==> config.mk <==
export PLATFORM = sky130hd
export DESIGN_NAME = spc_regs
export DESIGN_NICKNAME = d
export VERILOG_FILES = /design/src/design/spc_regs.v
export VERILOG_INCLUDE_DIRS = /design/src /design/src/design
export SDC_FILE = /design/constraint.sdc
export NUM_CORES = 1
export LEC_CHECK = 0
export ABC_AREA = 1
export BUFFER_PORTS_ARGS = -buffer_cell sky130_fd_sc_hd__clkbuf_2
export CORE_UTILIZATION = 50
export DETAILED_ROUTE_END_ITERATION = 8
export PLACE_DENSITY = 0.69
export SYNTH_ARGS = -nofsm -noshare
export SYNTH_HDL_FRONTEND = slang
export SYNTH_SLANG_ARGS = --single-unit
==> constraint.sdc <==
create_clock -name sys_clk -period 8.1 [get_ports sys_clk]
set_clock_uncertainty 0.1 [all_clocks]
set_input_delay 1.215 -clock sys_clk [delete_from_list [all_inputs] [get_ports sys_clk]]
set_output_delay 1.215 -clock sys_clk [all_outputs]
set_load 0.02 [all_outputs]
==> src/design/spc_defs.vh <==
// constants of the serial port control register bank
`ifndef SPC_DEFS_VH
`define SPC_DEFS_VH

// configuration bus byte offsets
`define SPC_OFF_RX_DATA      8'h00
`define SPC_OFF_TX_DATA      8'h04
`define SPC_OFF_PORT_CTRL    8'h08

// data-port bus windows, selected by address bit 2
`define SPC_DP_WIN_BIT       2

// port control field positions
`define SPC_BIT_FREE_RUN     25
`define SPC_BIT_SOFT_STOP    24
`define SPC_BIT_FRAME_RST_N  23
`define SPC_BIT_RATE_RST_N   22
`define SPC_BIT_IRQ_SEL_HI   21
`define SPC_BIT_IRQ_SEL_LO   20
`define SPC_BIT_SYNC_ERR     19
`define SPC_BIT_TX_RST_N     16

// reset values
`define SPC_PORT_CTRL_RST    32'h0000_0000
`define SPC_TX_DATA_RST      32'h0000_0000

// transmit interrupt sources
`define SPC_IRQ_SEL_RSVD     2'h0
`define SPC_IRQ_SEL_BLOCK    2'h1
`define SPC_IRQ_SEL_FSYNC    2'h2
`define SPC_IRQ_SEL_SYNCERR  2'h3

// receive fifo shape
`define SPC_FIFO_WIDTH       32
`define SPC_FIFO_DEPTH       16
`define SPC_FIFO_AW          4

`endif

==> src/design/spc_regs.v <==
// serial port control register bank with receive fifo

module spc_fifo
#(
   parameter WIDTH = 32,
   parameter DEPTH = 16,
   parameter AW    = 4
)
(
   input  wire             clk,
   input  wire             rst,
   input  wire             in_valid,
   output wire             in_ready,
   input  wire [WIDTH-1:0] in_data,
   output wire             out_valid,
   input  wire             out_ready,
   output wire [WIDTH-1:0] out_data
);
   reg [WIDTH-1:0] mem [0:DEPTH-1];
   reg [AW-1:0]    wr_ptr_q;
   reg [AW-1:0]    rd_ptr_q;
   reg [AW:0]      count_q;
   wire            push;
   wire            pop;

   // full and empty come straight from the occupancy count
   assign in_ready  = (count_q != DEPTH[AW:0]);
   assign out_valid = (count_q != {(AW+1){1'b0}});
   assign out_data  = mem[rd_ptr_q];
   assign push      = in_valid & in_ready;
   assign pop       = out_valid & out_ready;

   // storage has no reset, only the pointers and the count do
   always @(posedge clk)
   begin
      if (push)
         mem[wr_ptr_q] <= in_data;
   end

   // pointers wrap naturally since depth is a power of two
   always @(posedge clk or posedge rst)
   begin
      if (rst)
      begin
         wr_ptr_q <= {AW{1'b0}};
         rd_ptr_q <= {AW{1'b0}};
         count_q  <= {(AW+1){1'b0}};
      end
      else
      begin
         if (push)
            wr_ptr_q <= wr_ptr_q + 1'b1;
         if (pop)
            rd_ptr_q <= rd_ptr_q + 1'b1;
         if (push & ~pop)
            count_q <= count_q + 1'b1;
         else if (pop & ~push)
            count_q <= count_q - 1'b1;
      end
   end
endmodule // spc_fifo

module spc_regs
(
   input  wire        sys_clk,
   input  wire        rst,
   input  wire        cfg_rd,
   input  wire        cfg_wr,
   input  wire [7:0]  cfg_addr,
   input  wire [31:0] cfg_wdata,
   output reg  [31:0] cfg_rdata_q,
   output reg         cfg_rvalid_q,
   input  wire        dp_rd,
   input  wire        dp_wr,
   input  wire [15:0] dp_addr,
   input  wire [31:0] dp_wdata,
   output reg  [31:0] dp_rdata_q,
   output reg         dp_rvalid_q,
   input  wire        rx_word_valid,
   input  wire [31:0] rx_word,
   output wire        rx_word_ready,
   input  wire        tx_shift_req,
   input  wire        tx_busy,
   output reg         tx_load_q,
   output reg  [31:0] transmit_shifter_q,
   input  wire        emu_halt,
   input  wire [7:0]  gen_divide,
   input  wire [11:0] frame_period,
   input  wire        tx_sync_err_evt,
   input  wire        mc_block_end_evt,
   output reg         serial_clk_run_q,
   output reg         generator_clock_q,
   output reg         generated_frame_sync_q,
   output reg         tx_irq_q,
   output reg         tx_enable_q
);
`include "spc_defs.vh"

   reg  [31:0] transmit_data_q;
   reg         free_run_q;
   reg         soft_stop_q;
   reg         frame_gen_reset_n_q;
   reg         rate_gen_reset_n_q;
   reg  [1:0]  tx_irq_source_sel_q;
   reg         tx_sync_error_q;
   reg         tx_reset_n_q;
   reg  [7:0]  div_cnt_q;
   reg  [11:0] frame_cnt_q;
   reg         gen_tick_q;
   reg         sync_err_seen_q;
   wire [31:0] port_control;
   wire [31:0] rx_head;
   wire        rx_avail;
   wire        cfg_hit_rx;
   wire        cfg_hit_tx;
   wire        cfg_hit_pc;
   wire        dp_rx_win;
   wire        rx_pop;
   wire        clk_run;
   wire        gen_edge;
   // one-hot address match, reused for reads and writes
   function hit;
      input [7:0] addr;
      input [7:0] off;
      begin
         hit = (addr == off);
      end
   endfunction
   assign cfg_hit_rx = hit(cfg_addr, `SPC_OFF_RX_DATA);
   assign cfg_hit_tx = hit(cfg_addr, `SPC_OFF_TX_DATA);
   assign cfg_hit_pc = hit(cfg_addr, `SPC_OFF_PORT_CTRL);
   // only bit 2 decoded: any address with bit 2 clear is in the receive window
   assign dp_rx_win  = ~dp_addr[`SPC_DP_WIN_BIT];
   // received words queue here; source stalls when it fills
   spc_fifo
   #(
      .WIDTH (`SPC_FIFO_WIDTH),
      .DEPTH (`SPC_FIFO_DEPTH),
      .AW    (`SPC_FIFO_AW)
   )
   u_rx_fifo
   (
      .clk       (sys_clk),
      .rst       (rst),
      .in_valid  (rx_word_valid),
      .in_ready  (rx_word_ready),
      .in_data   (rx_word),
      .out_valid (rx_avail),
      .out_ready (rx_pop),
      .out_data  (rx_head)
   );
   // a receive-window read from either bus consumes one word; both at once pop once
   assign rx_pop = (cfg_rd & cfg_hit_rx) | (dp_rd & dp_rx_win);
   // reserved and out-of-scope fields read as zero
   assign port_control = {6'h00,
                          free_run_q, soft_stop_q,
                          frame_gen_reset_n_q, rate_gen_reset_n_q,
                          tx_irq_source_sel_q, tx_sync_error_q,
                          2'b00, tx_reset_n_q, 16'h0000};
   // config bus read answer, one cycle after the strobe
   always @(posedge sys_clk or posedge rst)
   begin
      if (rst)
      begin
         cfg_rdata_q  <= 32'h0000_0000;
         cfg_rvalid_q <= 1'b0;
      end
      else
      begin
         cfg_rvalid_q <= cfg_rd;
         if (cfg_rd & cfg_hit_rx)
            cfg_rdata_q <= rx_avail ? rx_head : 32'h0000_0000;
         else if (cfg_rd & cfg_hit_tx)
            cfg_rdata_q <= transmit_data_q;
         else if (cfg_rd & cfg_hit_pc)
            cfg_rdata_q <= port_control;
         else if (cfg_rd)
            cfg_rdata_q <= 32'h0000_0000;
      end
   end
   // data-port read answer; transmit window reads back the held word
   always @(posedge sys_clk or posedge rst)
   begin
      if (rst)
      begin
         dp_rdata_q  <= 32'h0000_0000;
         dp_rvalid_q <= 1'b0;
      end
      else
      begin
         dp_rvalid_q <= dp_rd;
         if (dp_rd & dp_rx_win)
            dp_rdata_q <= rx_avail ? rx_head : 32'h0000_0000;
         else if (dp_rd)
            dp_rdata_q <= transmit_data_q;
      end
   end
   // transmit data from either bus; data port wins a same-cycle clash
   always @(posedge sys_clk or posedge rst)
   begin
      if (rst)
         transmit_data_q <= `SPC_TX_DATA_RST;
      else if (dp_wr & ~dp_rx_win)
         transmit_data_q <= dp_wdata;
      else if (cfg_wr & cfg_hit_tx)
         transmit_data_q <= cfg_wdata;
   end
   // whole word handed to the shifter, only while enabled
   always @(posedge sys_clk or posedge rst)
   begin
      if (rst)
      begin
         tx_load_q          <= 1'b0;
         transmit_shifter_q <= 32'h0000_0000;
      end
      else
      begin
         tx_load_q <= tx_shift_req & tx_reset_n_q;
         if (tx_shift_req & tx_reset_n_q)
            transmit_shifter_q <= transmit_data_q;
      end
   end
   // control fields; changing them while running is unsafe for software
   always @(posedge sys_clk or posedge rst)
   begin
      if (rst)
      begin
         free_run_q          <= 1'b0;
         soft_stop_q         <= 1'b0;
         frame_gen_reset_n_q <= 1'b0;
         rate_gen_reset_n_q  <= 1'b0;
         tx_irq_source_sel_q <= `SPC_IRQ_SEL_RSVD;
         tx_reset_n_q        <= 1'b0;
      end
      else if (cfg_wr & cfg_hit_pc)
      begin
         free_run_q          <= cfg_wdata[`SPC_BIT_FREE_RUN];
         soft_stop_q         <= cfg_wdata[`SPC_BIT_SOFT_STOP];
         frame_gen_reset_n_q <= cfg_wdata[`SPC_BIT_FRAME_RST_N];
         rate_gen_reset_n_q  <= cfg_wdata[`SPC_BIT_RATE_RST_N];
         tx_irq_source_sel_q <= cfg_wdata[`SPC_BIT_IRQ_SEL_HI:`SPC_BIT_IRQ_SEL_LO];
         tx_reset_n_q        <= cfg_wdata[`SPC_BIT_TX_RST_N];
      end
   end
   // sync error: event or forced write sets, write zero clears;
   // set wins over clear, and a disabled transmitter holds it clear
   always @(posedge sys_clk or posedge rst)
   begin
      if (rst)
         tx_sync_error_q <= 1'b0;
      else if (~tx_reset_n_q)
         tx_sync_error_q <= 1'b0;
      else if (tx_sync_err_evt |
               (cfg_wr & cfg_hit_pc & cfg_wdata[`SPC_BIT_SYNC_ERR]))
         tx_sync_error_q <= 1'b1;
      else if (cfg_wr & cfg_hit_pc)
         tx_sync_error_q <= 1'b0;
   end
   // halt gating: free-run overrides soft-stop entirely
   assign clk_run = free_run_q | ~emu_halt |
                    (soft_stop_q & tx_busy);

   always @(posedge sys_clk or posedge rst)
   begin
      if (rst)
         serial_clk_run_q <= 1'b0;
      else
         serial_clk_run_q <= clk_run;
   end
   // rate generator: divider reloads from the programmed divide value
   always @(posedge sys_clk or posedge rst)
   begin
      if (rst)
      begin
         div_cnt_q         <= 8'h00;
         gen_tick_q        <= 1'b0;
         generator_clock_q <= 1'b0;
      end
      else if (~rate_gen_reset_n_q)
      begin
         div_cnt_q         <= gen_divide;
         gen_tick_q        <= 1'b0;
         generator_clock_q <= 1'b0;
      end
      else if (clk_run)
      begin
         gen_tick_q <= (div_cnt_q == 8'h00);
         if (div_cnt_q == 8'h00)
         begin
            div_cnt_q         <= gen_divide;
            generator_clock_q <= ~generator_clock_q;
         end
         else
            div_cnt_q <= div_cnt_q - 8'h01;
      end
      else
         gen_tick_q <= 1'b0;
   end
   // one frame count per full generator clock, on its rising half
   assign gen_edge = gen_tick_q & generator_clock_q;
   // frame generator: period loads on reset, sync fires at count zero
   always @(posedge sys_clk or posedge rst)
   begin
      if (rst)
      begin
         frame_cnt_q            <= 12'h000;
         generated_frame_sync_q <= 1'b0;
      end
      else if (~frame_gen_reset_n_q | ~rate_gen_reset_n_q)
      begin
         frame_cnt_q            <= frame_period;
         generated_frame_sync_q <= 1'b0;
      end
      else if (gen_edge)
      begin
         generated_frame_sync_q <= (frame_cnt_q == 12'h000);
         if (frame_cnt_q == 12'h000)
            frame_cnt_q <= frame_period;
         else
            frame_cnt_q <= frame_cnt_q - 12'h001;
      end
      else
         generated_frame_sync_q <= 1'b0;
   end
   // transmit interrupt: one-clock pulse from the chosen source
   always @(posedge sys_clk or posedge rst)
   begin
      if (rst)
      begin
         tx_irq_q        <= 1'b0;
         sync_err_seen_q <= 1'b0;
         tx_enable_q     <= 1'b0;
      end
      else
      begin
         sync_err_seen_q <= tx_sync_error_q;
         tx_enable_q     <= tx_reset_n_q;
         case (tx_irq_source_sel_q)
            `SPC_IRQ_SEL_BLOCK:
               tx_irq_q <= mc_block_end_evt;
            `SPC_IRQ_SEL_FSYNC:
               tx_irq_q <= generated_frame_sync_q;
            `SPC_IRQ_SEL_SYNCERR:
               tx_irq_q <= tx_sync_error_q & ~sync_err_seen_q;
            default:
               tx_irq_q <= 1'b0;
         endcase
      end
   end
endmodule // spc_regs

## After elaboration in Yosys (flattened, before gate mapping)

Memories as Yosys holds them, arrays and structs flattened.
Cells that the tools add are included.

- Memory bits (read-only): 0
- Latch bits: 0
- Register bits: 179
- Bits in writable memories: 512
- Input port bits: 152
- Logic and storage cells: 111
- Memories: 1
- Output and inout port bits: 105

Memory list:

| name | depth | bits a word | read ports | clocked after memory_dff | wr ports | RTL line | RTL |
|---|---|---|---|---|---|---|---|
| u_rx_fifo.mem | 16 | 32 | 1 | 0 | 1 | spc_regs.v:19 | `reg [WIDTH-1:0] mem [0:DEPTH-1];` |

- $mul: 0
- Eq/ne operators: 9
- Shift-type cells: 0
- Add/sub/neg operators: 6
- Div/mod/pow operators: 0
- Reduce and logical (&&, ||, !) cells: 10
- Mux-type cells: 30
- $lt $le $gt $ge: 0
- Bitwise logic cells: 29

Operators with widths:

| kind | number |
|---|---|
| 32-bit 2-to-1 mux | 9 |
| 12-bit 2-to-1 mux | 3 |
| 8-bit 2-to-1 mux | 3 |
| 1-bit bitwise AND | 16 |
| 8-bit zero test | 2 |
| 12-bit zero test | 1 |
| 1-bit 2-to-1 mux | 12 |
| 12-bit by 1-bit subtractor with 12-bit output, second input constant | 1 |
| 5-bit 2-to-1 mux | 2 |
| 4-bit by 1-bit adder with 4-bit output, second input constant | 2 |
| 8-bit by 3-bit == test with 1-bit output, second input constant | 1 |
| 8-bit by 4-bit == test with 1-bit output, second input constant | 1 |
| 1-bit NOT | 8 |
| 2-bit nonzero test | 4 |
| 8-bit by 1-bit subtractor with 8-bit output, second input constant | 1 |
| 5-bit by 1-bit adder with 5-bit output, second input constant | 1 |
| 5-bit != test, second input constant | 1 |
| 1-bit OR | 5 |
| 5-bit nonzero test | 1 |
| 5-bit by 1-bit subtractor with 5-bit output, second input constant | 1 |
| 2-bit == test, second input constant | 2 |
| 2-bit by 1-bit != test with 1-bit output, second input constant | 2 |
| 4-bit nonzero test | 1 |
| 3-bit by 1-bit != test with 1-bit output, second input constant | 1 |
| other kinds (3) | 3 |

## Depth between registers and ports, before layout

- Depth in word-level cells: 7
- Depth in mapped cells: 13
- Gate-level depth less buffers: 13

## Modules after synthesis

From an unflattened synthesis, not the netlist that was laid out.

- Cells, all modules: 3090
- Area total of the unflattened synthesis: 30399.2 um^2

By module, submodules not included:

| module | area each (um^2) | times used | cells an instance | sequential area each (um^2) |
|---|---|---|---|---|
| spc_fifo | 22173.8 | 1 | 2111 | 15700.1 |
| spc_regs | 8225.4 | 1 | 979 | 4154.0 |

## Worst setup path before layout

No wires, ideal clock.

- Path type: in2reg
- From: in rx_word_valid
- To: mem u_rx_fifo.mem[11][0], enable pin
- Data arrival time: 2.906 ns
- Buffers on the path: 0
- Stages: 4
- Setup time: 0.421 ns
- Path slack: 4.673 ns
- Data required time: 7.579 ns
- Cell sequence: nand2_1 -> inv_2 -> nand2_1 -> nor2_1

- Longest elaborated chain between the ends: 3

Ends and longest elaborated chain:

| item | RTL line | RTL |
|---|---|---|
| start, declared | spc_regs.v:79 | `input wire rx_word_valid,` |
| 1-bit bitwise AND | spc_regs.v:30 | `assign push = in_valid & in_ready;` |
| via u_rx_fifo.push | spc_regs.v:23 | `wire push;` |
| 1-bit 2-to-1 mux | spc_regs.v:36 | `if (push)` |
| 1-bit 2-to-1 mux (implied by the code) | spc_regs.v:37 | `mem[wr_ptr_q] <= in_data;` |
| end, declared | spc_regs.v:19 |  |

The timed path passes the listed nets, and every way through them passes these cells.

## Final worst setup path

- From: in dp_rd
- To: reg u_rx_fifo.count_q[4]

- Longest elaborated chain between the ends: 6
- Elaborated cells between the ends (all ways): 8
- Classes of those cells: mux (1); bitwise (6); reduce/logical (1)

Ends and longest elaborated chain:

| item | RTL line | RTL |
|---|---|---|
| start, declared | spc_regs.v:73 | `input wire dp_rd,` |
| 1-bit bitwise AND * | spc_regs.v:153 | `assign rx_pop = (cfg_rd & cfg_hit_rx) \| (dp_rd & dp_rx_win);` |
| 1-bit OR * | spc_regs.v:153 |  |
| 1-bit bitwise AND * | spc_regs.v:31 | `assign pop = out_valid & out_ready;` |
| 1-bit NOT | spc_regs.v:55 | `if (push & ~pop)` |
| 1-bit bitwise AND | spc_regs.v:55 |  |
| 5-bit 2-to-1 mux / 2-bit nonzero test (equally long branches) | - |  |
| end signal, assigned | spc_regs.v:47 | `count_q <= {(AW+1){1'b0}};` |
| end signal, assigned | spc_regs.v:56 | `count_q <= count_q + 1'b1;` |
| end signal, assigned | spc_regs.v:58 | `count_q <= count_q - 1'b1;` |
| end, declared | spc_regs.v:22 | `reg [AW:0] count_q;` |

Every way passes the cells marked *; elsewhere a longest branch is shown, timed or not.
A chain may end at the register's enable or synchronous reset.

==> results.tsv <==
stage	metric	value	unit
run_status	outcome	finished, final reports clean	
logic_synthesis	ys_seq_area_share	68.1	%
logic_synthesis	synth.area.top_cells	edfxtp_1 (53%), dfrtp_1 (15%), nand2_1 (12%)	
global_routing	grt_max_degree	121	
timing	hold_viol_final	0	
logic_synthesis	synth_edf_count	512	
layout	layout_commonest_cell	nand2_1	
floorplan	die_x	243	um
global_routing	grt_usage	25.6	%
layout	layout-drive-gt1-share	14.6	%
clocking	holdBufCountCts	0	
drt	num_vias	20800	
worst_setup_path	reg2reg_from	u_rx_fifo.rd_ptr_q[0]$_DFFE_PP0P_	
logic_synthesis	synth_area_per_cell	10.8	sq um
logic_synthesis	yosysTopAreaCell	edfxtp_1	
worst_setup_path	arrival	4.23	ns
drt	wl_per_cell	20.4	um
timing	maxSlewHeadroom	29.1	%
logic_synthesis	synthesis.area	29100	sq um
drt	dr.pass1.iters	8	
clocking	worst_skew_pair.late_latency	0.60	ns
drt	ant_nets	0	
layout	postLayoutCellArea	33100	sq um
layout	final_cell_mix	nand2_1 (929), edfxtp_1 (512), nand3_1 (309), clkbuf_2 (241), dfrtp_1 (177)	
worst_setup_path	slowest_delay	0.56	ns
logic_synthesis	async_reset_ff_share	25.9	%
layout	final_net_count	3066	
timing	rsz0062_at_grt	false	
logic_synthesis	synthDominantCellAreaShare	52.8	%
placed_design	dp_slack	3.69	ns
clocking	cts_sinks	691	
worst_setup_path	cp-start-kind	primary input	
worst_setup_path	worstPathRequired	8.47	ns
clocking	cts_resized	0	
clocking	post_cts_buffers	0	
clocking	cts_tree	yes	
timing	drv_slew	0	
worst_setup_path	crit_chain	clkbuf_2 -> inv_2 -> nor2_2 -> buf_4 -> o21ai_4 -> ha_1 -> inv_1 -> fa_1 -> a21oi_1 -> o21bai_1 -> a21oi_1 -> o21ai_0 -> nand2_1 -> nand2_1	
logic_synthesis	synthFlopType	edfxtp_1	
floorplan	initial_utilization	50.6	%
power_and_ir_drop	p_leak	13.5	nW
floorplan	die_area	59200	sq um
clocking	htree_levels	3	
worst_hold_path	min-delay-start	tx_sync_error_q$_DFFE_PP0P_	
worst_hold_path	hp-class	reg -> reg	
floorplan	rows	88	
power_and_ir_drop	worst_ir_drop_vdd	0.184	mV
placed_design	port_buffers	241	
worst_setup_path	crit_buf_inv	4	
global_routing	gr-total-overflow	0	
timing	fin_crit_sh	47.6	%
floorplan	ios	257	
global_routing	grt_pass1_wl	116	mm
logic_synthesis	ys_ff_latch	691	
timing	finalWorstSetupSlack	4.25	ns
clocking	cts_buffers	71	
clocking	root_buffer	clkbuf_16	
drt	drt_wl_total	75.9	mm
global_routing	antenna_found_initial	5	
floorplan	die_h	243	um
worst_setup_path	end_kind	register	
placed_design	dp_hpwl	44.5	mm
timing	worstMarginPinSlew	1.06	ns
timing	max_freq	0.259	GHz
placed_design	place.gp.congestion	0.900	
clocking	path_clk_slew	0.06	ns
power_and_ir_drop	power_density	329	nW/um^2
global_routing	grt_pass1_vias	19900	
logic_synthesis	syn_nets	2869	
drt	drc_errors	0	
worst_setup_path	crit_slowest_cell	inv_2	
worst_setup_path	cp-startpoint	dp_rd	
timing	finalSetupViolCount	0	
layout	finish.utilization	57.5	%
logic_synthesis	ys_warn_count	0	
logic_synthesis	ys_types	38	
drt	drt-initial-drc-count	2077	
run	drv_cap	0	
floorplan	core-area	57600	sq um
layout	fill_cells	4700	
power_and_ir_drop	finalPower	10.9	mW
drt	vias_per_cell	5.58	
timing	totalNegativeSetupSlack	0	ns
layout	area_growth	13.7	%
timing	post-route-min-period	3.85	ns
clocking	cts_buffer_depth	3	
logic_synthesis	syn_inst	2703	
worst_setup_path	cp_top_family	buffers and inverters	
worst_setup_path	critPathKind	in -> reg	
worst_setup_path	cp_max_fo	33	
placed_design	place_area	30800	sq um
-- logic make-up after synthesis --
kind of cell / count (synthesis) / share of synthesized area (%)
fa+ha+maj: 14 / 0.627
xor+xnor: 16 / 0.481
flops: 691 / 68.1
simple gates: 1412 / 20.4
compound gates: 282 / 5.55
buf+inv: 288 / 4.81
-- flip-flops by register name, summed over array words and instances, names as in the netlist, 2 cells and up --
signal	count
u_rx_fifo.wr_ptr_q	4
transmit_data_q	32
frame_cnt_q	12
u_rx_fifo.rd_ptr_q	4
u_rx_fifo.mem	512
tx_irq_source_sel_q	2
dp_rdata_q	32
cfg_rdata_q	32
div_cnt_q	8
u_rx_fifo.count_q	5
transmit_shifter_q	32
-- final cells by class --
class | count | area (sq um) | share of cell area (%)
clock inverter | 39 | 372 | 1.12
inverter | 137 | 529 | 1.60
antenna | 2 | 5.00 | 0.0151
sequential | 691 | 19900 | 60.0
timing repair buffer | 275 | 1460 | 4.41
tap | 765 | 957 | 2.89
clock buffer | 86 | 1920 | 5.79
multi-input combinational | 1724 | 8010 | 24.2
-- synthesized netlist by cell type (21+ instances only) --
master	instances
dfrtp_1	179
nand4_1	66
edfxtp_1	512
a21oi_1	72
nor2_1	82
nand2_1	931
o21ai_0	100
buf_6	21
a31oi_1	26
o211ai_1	37
buf_2	70
o21ai_1	21
inv_1	129
nand3_1	309
clkbuf_1	35
-- routing by layer --
| metal | wire length [um] | global-route usage (%) | vias to the layer above | part of all wire (%) |
|---|---|---|---|---|
| met3 | 6930 | 4.62 | 117 | 9.1 |
| met4 | 1530 | 7.55 | 4 | 2.0 |
| met2 | 35500 | 40.5 | 902 | 47 |
| li1 | - | - | 9657 | - |
| met5 | 26 | 0 | - | 0.034 |
| met1 | 32000 | 36.3 | 10100 | 42 |
-- metrics by stage --
step / hold WS, ns / instances
2_1_floorplan: 0.254 / 2703
3_3_place_gp: 0.268 / 3592
3_5_place_dp: 0.275 / 3592
4_1_cts: 0.288 / 3717
5_1_grt: 0.287 / 3718
6_report: 0.295 / 3719
-- final timing paths --
path	to	slack [ns]	cells after the start
setup / recovery	u_rx_fifo.count_q[4]$_DFFE_PP0P_	4.25	14
hold / removal	sync_err_seen_q$_DFF_PP0_	0.30	0
setup reg to reg	cfg_rdata_q[7]$_DFFE_PP0P_	4.29	6
hold reg to reg	sync_err_seen_q$_DFF_PP0_	0.30	0
max in group asynchronous	u_rx_fifo.rd_ptr_q[1]$_DFFE_PP0P_	5.67	3
min in group asynchronous	transmit_shifter_q[4]$_DFFE_PP0P_	0.67	2
-- where the power goes --
group	total (mW)	switching, mW	internal [mW]	leakage, nW
registers	4.51	0.266	4.25	6.88
clock network	3.21	1.31	1.90	1.10
logic	3.16	2.32	0.836	5.53
Power figures use the tool's default switching activity.
